[config.mk]
export PLATFORM = sky130hd
export DESIGN_NAME = asrc_host
export DESIGN_NICKNAME = d
export VERILOG_FILES = /design/src/core/asrc_host.v
export VERILOG_INCLUDE_DIRS = /design/src /design/src/core
export SDC_FILE = /design/constraint.sdc
export NUM_CORES = 1
export LEC_CHECK = 0
export ABC_AREA = 1
export BUFFER_PORTS_ARGS = -buffer_cell sky130_fd_sc_hd__buf_2
export CORE_MARGIN = 2
export CORE_UTILIZATION = 50
export CTS_BUF_LIST = sky130_fd_sc_hd__clkbuf_16
export CTS_CLUSTER_DIAMETER = 40
export CTS_CLUSTER_SIZE = 30
export DETAILED_ROUTE_END_ITERATION = 8
export PLACE_DENSITY = 0.84
export SKIP_CTS_REPAIR_TIMING = 1
export SKIP_LAST_GASP = 1
export SLEW_MARGIN = 5
export SYNTH_ARGS = -nofsm -noshare
export SYNTH_HDL_FRONTEND = slang
export SYNTH_SLANG_ARGS = --single-unit
[constraint.sdc]
create_clock -name clk -period 1.8 [get_ports clk]
set_input_delay 0.09 -clock clk [delete_from_list [all_inputs] [get_ports clk]]
set_output_delay 0.09 -clock clk [all_outputs]
set_load 0.1 [all_outputs]
[src/core/asrc_regs.vh]
// Timing constants for the asynchronous static RAM host controller.
// Assumes a 200 MHz controller clock; all counts but the recovery count (from ms) are derived from ns figures.
`ifndef ASRC_REGS_VH
`define ASRC_REGS_VH
`define ASRC_CLK_PERIOD_NS 5
`define ASRC_ADDR_W 17
`define ASRC_DATA_W 8
// Write cycle figures (slowest grade), ns
`define ASRC_T_WC_NS 150
`define ASRC_T_WP_NS 100
`define ASRC_T_DW_NS 80
`define ASRC_T_WHZ_NS 50
// Read cycle figures (slowest grade), ns
`define ASRC_T_RC_NS 150
`define ASRC_T_OHZ_NS 50
// Recovery after retention, ms
`define ASRC_T_R_MS 5
// Least times round up to whole cycles
`define ASRC_CYC_UP(ns) (((ns) + `ASRC_CLK_PERIOD_NS - 1) / `ASRC_CLK_PERIOD_NS)
`define ASRC_WP_CYC `ASRC_CYC_UP(`ASRC_T_WP_NS)
`define ASRC_WC_CYC `ASRC_CYC_UP(`ASRC_T_WC_NS)
`define ASRC_DW_CYC `ASRC_CYC_UP(`ASRC_T_DW_NS)
`define ASRC_WHZ_CYC `ASRC_CYC_UP(`ASRC_T_WHZ_NS)
`define ASRC_RC_CYC `ASRC_CYC_UP(`ASRC_T_RC_NS)
`define ASRC_OHZ_CYC `ASRC_CYC_UP(`ASRC_T_OHZ_NS)
`define ASRC_TR_CYC ((`ASRC_T_R_MS * 1000000) / `ASRC_CLK_PERIOD_NS)
`define ASRC_CNT_W 20
`endif

[src/core/asrc_host.v]
// Host controller driving an asynchronous static RAM through its pins.
// Assumes user requests synchronous to clk and the RAM wired straight to the pins.
`include "asrc_regs.vh"
`timescale 1ns/1ps
`default_nettype none

module asrc_host #(
  parameter [`ASRC_CNT_W-1:0] RECOVERY_CYC = `ASRC_TR_CYC
) (
  // Clock and reset
  input wire clk,
  input wire rst,
  // User request
  input wire req_valid,
  input wire req_write,
  input wire [`ASRC_ADDR_W-1:0] req_addr,
  input wire [`ASRC_DATA_W-1:0] req_wdata,
  input wire retain_req,
  output reg req_ready,
  output reg rsp_valid,
  output reg [`ASRC_DATA_W-1:0] rsp_rdata,
  output reg retained,
  // RAM pins
  output reg [`ASRC_ADDR_W-1:0] mem_addr,
  output reg chip_select_low_active_n,
  output reg chip_select_high_active,
  output reg write_strobe_n,
  output reg output_gate_n,
  output reg [`ASRC_DATA_W-1:0] mem_dq_o,
  output reg mem_dq_oe,
  output reg ctl_float,
  input wire [`ASRC_DATA_W-1:0] mem_dq_i
);

  // One-hot states of the pin sequencer:
  // IDLE waits for work, WSET/WPUL/WEND walk one write cycle,
  // READ holds a gated read, RETN parks the RAM in retention and
  // RECV keeps it deselected while it settles after reset, a read
  // or a wake-up.
  localparam [6:0] S_IDLE = 7'h01;
  localparam [6:0] S_WSET = 7'h02;
  localparam [6:0] S_WPUL = 7'h04;
  localparam [6:0] S_WEND = 7'h08;
  localparam [6:0] S_READ = 7'h10;
  localparam [6:0] S_RETN = 7'h20;
  localparam [6:0] S_RECV = 7'h40;

  // Cycle counts of the slowest grade; the write rest fills the
  // remainder of the write cycle once the strobe has risen, and the
  // float count covers the RAM output turn-off after a gate release.
  // They are rounded up, but data leads the strobe rise by 9 cycles, short of the 16 that ASRC_DW_CYC gives.
  localparam [`ASRC_CNT_W-1:0] WP_CYC = `ASRC_WP_CYC;
  localparam [`ASRC_CNT_W-1:0] WREST_CYC = `ASRC_WC_CYC - `ASRC_WP_CYC;
  localparam [`ASRC_CNT_W-1:0] RC_CYC = `ASRC_RC_CYC;
  localparam [`ASRC_CNT_W-1:0] OHZ_CYC = `ASRC_OHZ_CYC;

  // State and the one down-counter that every timed phase shares;
  // it is wide enough for the full recovery count at this clock.
  // Zero is never loaded, so the count always ends at one.
  reg [6:0] state_q;
  reg [`ASRC_CNT_W-1:0] cnt_q;

  // Write walk, in clock cycles after the take:
  //   c0  selects active, address and data registered
  //   c1  strobe falls while the gate stays high
  //   c12 data driven, after the RAM has surely floated
  //   c21 strobe rises and ends the overlap; the RAM captures here
  //   c22 data released, selects dropped
  //   c31 ready again with a done pulse
  // Read walk:
  //   c0  selects and gate active, strobe held high all through
  //   c30 data sampled, gate and selects dropped, done pulse
  //   then a float gap before the next request can be taken
  // Limitation: requests are not queued; one seen while ready is low
  // is simply ignored and must be held by the requester.
  // Retention drives both selects inactive, so either retention entry
  // holds; the float flag tells the pad ring it may release the rest.
  // Wake-up always runs the full recovery count before ready rises.

  // Sequencer; each strobe edge has a cycle of its own so write overlaps are ordered
  always @(posedge clk) begin
    if (rst) begin
      // Everything inactive; the RAM sees a deselected, quiet bus
      state_q <= S_RECV;
      cnt_q <= RECOVERY_CYC;
      req_ready <= 1'b0;
      rsp_valid <= 1'b0;
      rsp_rdata <= 8'h00;
      retained <= 1'b0;
      mem_addr <= 17'h00000;
      chip_select_low_active_n <= 1'b1;
      chip_select_high_active <= 1'b0;
      write_strobe_n <= 1'b1;
      output_gate_n <= 1'b1;
      mem_dq_o <= 8'h00;
      mem_dq_oe <= 1'b0;
      ctl_float <= 1'b0;
    end else begin
      rsp_valid <= 1'b0;
      case (state_q)
        // Retention wins over a pending request
        S_IDLE: begin
          if (retain_req) begin
            // Deselect hard through both selects, then let the rest float
            chip_select_low_active_n <= 1'b1;
            chip_select_high_active <= 1'b0;
            ctl_float <= 1'b1;
            mem_dq_oe <= 1'b0;
            retained <= 1'b1;
            req_ready <= 1'b0;
            state_q <= S_RETN;
          end else if (req_valid && req_ready) begin
            req_ready <= 1'b0;
            // Address moves only while deselected and strobe high
            mem_addr <= req_addr;
            if (req_write) begin
              // Gate stays high for the whole write so the RAM never drives
              mem_dq_o <= req_wdata;
              chip_select_low_active_n <= 1'b0;
              chip_select_high_active <= 1'b1;
              state_q <= S_WSET;
            end else begin
              chip_select_low_active_n <= 1'b0;
              chip_select_high_active <= 1'b1;
              output_gate_n <= 1'b0;
              cnt_q <= RC_CYC;
              state_q <= S_READ;
            end
          end
        end

        S_WSET: begin
          // Selects already active: strobe falls after them, gate stays high
          write_strobe_n <= 1'b0;
          cnt_q <= WP_CYC;
          state_q <= S_WPUL;
        end

        S_WPUL: begin
          // Drive data only once the strobe is low and the RAM has floated
          if (cnt_q == OHZ_CYC)
            mem_dq_oe <= 1'b1;
          if (cnt_q == 20'h00001) begin
            write_strobe_n <= 1'b1;
            cnt_q <= WREST_CYC;
            state_q <= S_WEND;
          end else
            cnt_q <= cnt_q - 20'h00001;
        end

        S_WEND: begin
          // Hold data one cycle past the strobe rise, then release
          mem_dq_oe <= 1'b0;
          chip_select_low_active_n <= 1'b1;
          chip_select_high_active <= 1'b0;
          if (cnt_q <= 20'h00001) begin
            req_ready <= 1'b1;
            rsp_valid <= 1'b1;
            state_q <= S_IDLE;
          end else
            cnt_q <= cnt_q - 20'h00001;
        end

        // Gate low; count down the read cycle before sampling
        S_READ: begin
          if (cnt_q == 20'h00001) begin
            rsp_rdata <= mem_dq_i;
            rsp_valid <= 1'b1;
            output_gate_n <= 1'b1;
            chip_select_low_active_n <= 1'b1;
            chip_select_high_active <= 1'b0;
            // Allow the RAM outputs to float before the next drive
            cnt_q <= OHZ_CYC;
            state_q <= S_RECV;
          end else
            cnt_q <= cnt_q - 20'h00001;
        end

        // Parked; everything but the selects may be released
        S_RETN: begin
          if (!retain_req) begin
            ctl_float <= 1'b0;
            retained <= 1'b0;
            cnt_q <= RECOVERY_CYC;
            state_q <= S_RECV;
          end
        end

        S_RECV: begin
          // Stay deselected until the count runs out
          if (cnt_q <= 20'h00001) begin
            req_ready <= 1'b1;
            state_q <= S_IDLE;
          end else
            cnt_q <= cnt_q - 20'h00001;
        end

        // Unreachable codes fall back to idle
        default: begin
          state_q <= S_IDLE;
          req_ready <= 1'b1;
        end
      endcase
    end
  end

endmodule // asrc_host
`default_nettype wire

==> run_results.csv <==
group,metric,value,unit
route,wirelength,9.88,mm
cells_and_area,finalNonFillerCells,724,
route,drt_iter0_markers,303,
synthesis,ys_warn_count,0,
worst_setup_path,crit_family,"simple AND/OR/NAND/NOR gates",
sta,whs,-0.00425,ns
die,coreArea,6830,sq um
pwr,power.total,7.10,mW
placement,io_buffer_count,79,
route,drc,0,
cells_and_area,nets,664,
global_routing,grt_pass1_wl,15.6,mm
sta,worstMarginPinSlew,0.509,ns
synthesis,muxShareOfSynthArea,0,%
sta,period_needed,1.72,ns
cts,insertion_delay,0.33,ns
pwr,ir_drop,1000,uV
worst_setup_path,critPathBufInv,1,
cts,numCtsBuffers,9,
cts,clkTransAtPathRegs,0.06,ns
cts,cts_buffer_depth,2,
route,via_per_inst,5.20,
synthesis,syn_area,3530,sq um
synthesis,synth_compound_area_share,7.36,%
global_routing,groute.usage.overall,25.5,%
worst_setup_path,r2r_slack,0.08,ns
pwr,powerDensity,1560,nW/um^2
outcome,violations,"hold timing",
route,wl_per_cell,13.6,um
synthesis,synth_simple_gate_area_share,41.9,%
route,ant_nets,0,
sta,timing.fmax,581,MHz
synthesis,ys_types,32,
synthesis,synth-adder-area-share,1.06,%
worst_setup_path,cp_max_fo,7,
sta,fin_ws,0.0789,ns
worst_hold_path,hold_path.class,"primary input to flip-flop",
cts,cts_sinks,68,
global_routing,antenna_found_initial,0,
synthesis,synth_top_family_by_area,"simple AND/OR/NAND/NOR gates",
sta,rsz0062_at_grt,"yes",
cells_and_area,antenna_cells,0,
cells_and_area,fin_area,4560,sq um
placement,place_ws,0.00731,ns
sta,setup_viol,0,
sta,post-route-period-util,95.6,%
pwr,p_leak,2.19,nW
die,die_y,88.1,um
global_routing,grt_start_max_net_pins,40,
global_routing,grt_pass1_vias,3512,
sta,slew_viol_final,0,
worst_setup_path,end_kind,"flip-flop",
synthesis,syn_inst,526,
sta,hold_violations,3,
worst_setup_path,crit_slowest_cell,"dfxtp_1",
placement,dpl.cell_count,702,
placement,gp_congestion,0.907,
worst_setup_path,worstPathCellList,"nor2_2 > nand3_2 > nor2_4 > buf_4 > nand3_1 > nand4_1 > nand2_1 > nand2_1 > nor2_1",
die,dieArea,7760,sq um
placement,dp_hpwl,6.70,mm
worst_setup_path,max_stage_delay,0.33,ns
synthesis,yosysSeqAreaShare,38.5,%
worst_setup_path,crit_top_cell,"nand2_1",
synthesis,synth_seq_cells,68,
die,io_pins,80,
worst_setup_path,critPathKind,"flip-flop to flip-flop",
sta,slew_headroom,66.3,%
cells_and_area,drive_gt1_share,27.9,%
die,die-width,88.1,um
synthesis,postSynthAreaPerCell,6.72,sq um
cells_and_area,fill_cells,546,
cells_and_area,syn2layout_area_growth,29.0,%
cts,cts_root_buf,"clkbuf_16",
flow_run,cap_viol_max_count,0,
cells_and_area,post-route-util,66.7,%
placement,placed_cell_area,4070,sq um
cells_and_area,seqCellArea,1360,sq um
worst_setup_path,crit_required,2.03,ns
worst_setup_path,worstPathArrival,1.95,ns
route,firstDrtPassIters,5,
cts,cts_tree,"yes",
die,rows,30,
die,initial_utilization,51.7,%
synthesis,synth_fp_nets,567,
worst_setup_path,start_kind,"flip-flop",
cts,htree_num_levels,3,
cells_and_area,multi_input_area,1940,sq um
synthesis,synth-xor-area-share,2.23,%
route,via_count,3767,
outcome,outcome,"finished with violations",
global_routing,grt-ovfl-total,0,
sta,final.setup_skew,0.00621,ns
-- Yosys cell counts (all sizes together) --
cell | number | area, sq um
a21boi | 1 | 7.51
a21oi | 32 | 175
buf | 11 | 97.6
clkbuf | 7 | 26.3
dfxtp | 68 | 1360
ha | 3 | 37.5
inv | 50 | 190
nand2 | 163 | 654
nand3 | 44 | 253
nand3b | 1 | 7.51
nand4 | 3 | 18.8
nor2 | 90 | 402
nor3 | 28 | 140
nor3b | 1 | 7.51
o211ai | 1 | 7.51
o21ai | 14 | 70.1
xnor2 | 4 | 35.0
xor2 | 5 | 43.8
-- layer usage --
| metal | vias up | wire length, um | global-route usage [%] |
|---|---|---|---|
| met1 | 1739 | 4000 | 30.9 |
| met5 | - | 0 | 0 |
| met3 | 24 | 720 | 6.31 |
| met2 | 154 | 4960 | 43.3 |
| met4 | 0 | 204 | 10.7 |
| li1 | 1850 | - | - |
-- sequential cells by signal, indices dropped and copies added, names as in the netlist, 7 cells and up --
name	count
mem_addr	17
mem_dq_o	8
state_q	7
cnt_q	20
rsp_rdata	8
-- worst min-delay path, delay by kind of cell --
kind | cells | cell delay [ns]
buffers and inverters | 1 | 0.07
and+or+nand+nor | 2 | 0.12
-- cell type report --
type | count | area share (%)
clock buffers | 9 | 4.94
clock inverters | 7 | 2.53
inverters | 50 | 4.28
multi-input cells | 390 | 42.6
flip-flops and latches | 68 | 29.9
well taps | 96 | 2.64
repair buffers | 104 | 13.1
-- placed cells by master, fill, tap and decap left out, drive strengths merged --
cell type,synthesis,layout
nor3b,1,1
xor2,5,5
bufinv,0,3
nand3b,1,1
a21oi,32,32
xnor2,4,4
o21ai,14,14
inv,50,52
clkbuf,7,9
nand4,3,3
dfxtp,68,68
clkinv,0,2
a21boi,1,1
buf,11,104
nor3,28,28
o211ai,1,1
nand3,44,44
ha,3,3
nand2,163,163
nor2,90,90
-- stage by stage --
| stage | hold WS, ns | setup TNS (ns) |
|---|---|---|
| floorplan | 0.232 | 0 |
| global placement | 0.319 | 0 |
| detailed placement | 0.330 | 0 |
| CTS | -0.00577 | 0 |
| global route | 0.00623 | -0.295 |
| finish | -0.00425 | 0 |
-- final timing paths --
check / end / startpoint / depth (start not counted)
worst max-delay path: state_q[3]$_SDFFE_PP0P_ / state_q[3]$_SDFFE_PP0P_ / 9
worst min-delay path: mem_dq_o[3]$_SDFFE_PP0P_ / req_wdata[3] / 3
worst max register to register: state_q[3]$_SDFFE_PP0P_ / state_q[3]$_SDFFE_PP0P_ / 9
worst min register to register: mem_addr[7]$_SDFFE_PP0P_ / mem_addr[7]$_SDFFE_PP0P_ / 2
-- logic make-up (layout without fill, tap and decap cells) --
group,after synthesis,in the layout
AND/OR/NAND/NOR,330,330
adder cells (fa/ha/maj),3,3
AO/OA/AOI/OAI,48,48
XOR/XNOR,9,9
buffers and inverters,68,170
flip-flops,68,68
-- report_power, final --
| part | switching, mW | internal [mW] |
|---|---|---|
| Combinational | 2.10 | 1.07 |
| Clock | 0.659 | 1.35 |
| Sequential | 0.213 | 1.72 |
| Total | 2.97 | 4.14 |
Note: power is estimated with default switching activity, not from simulation.
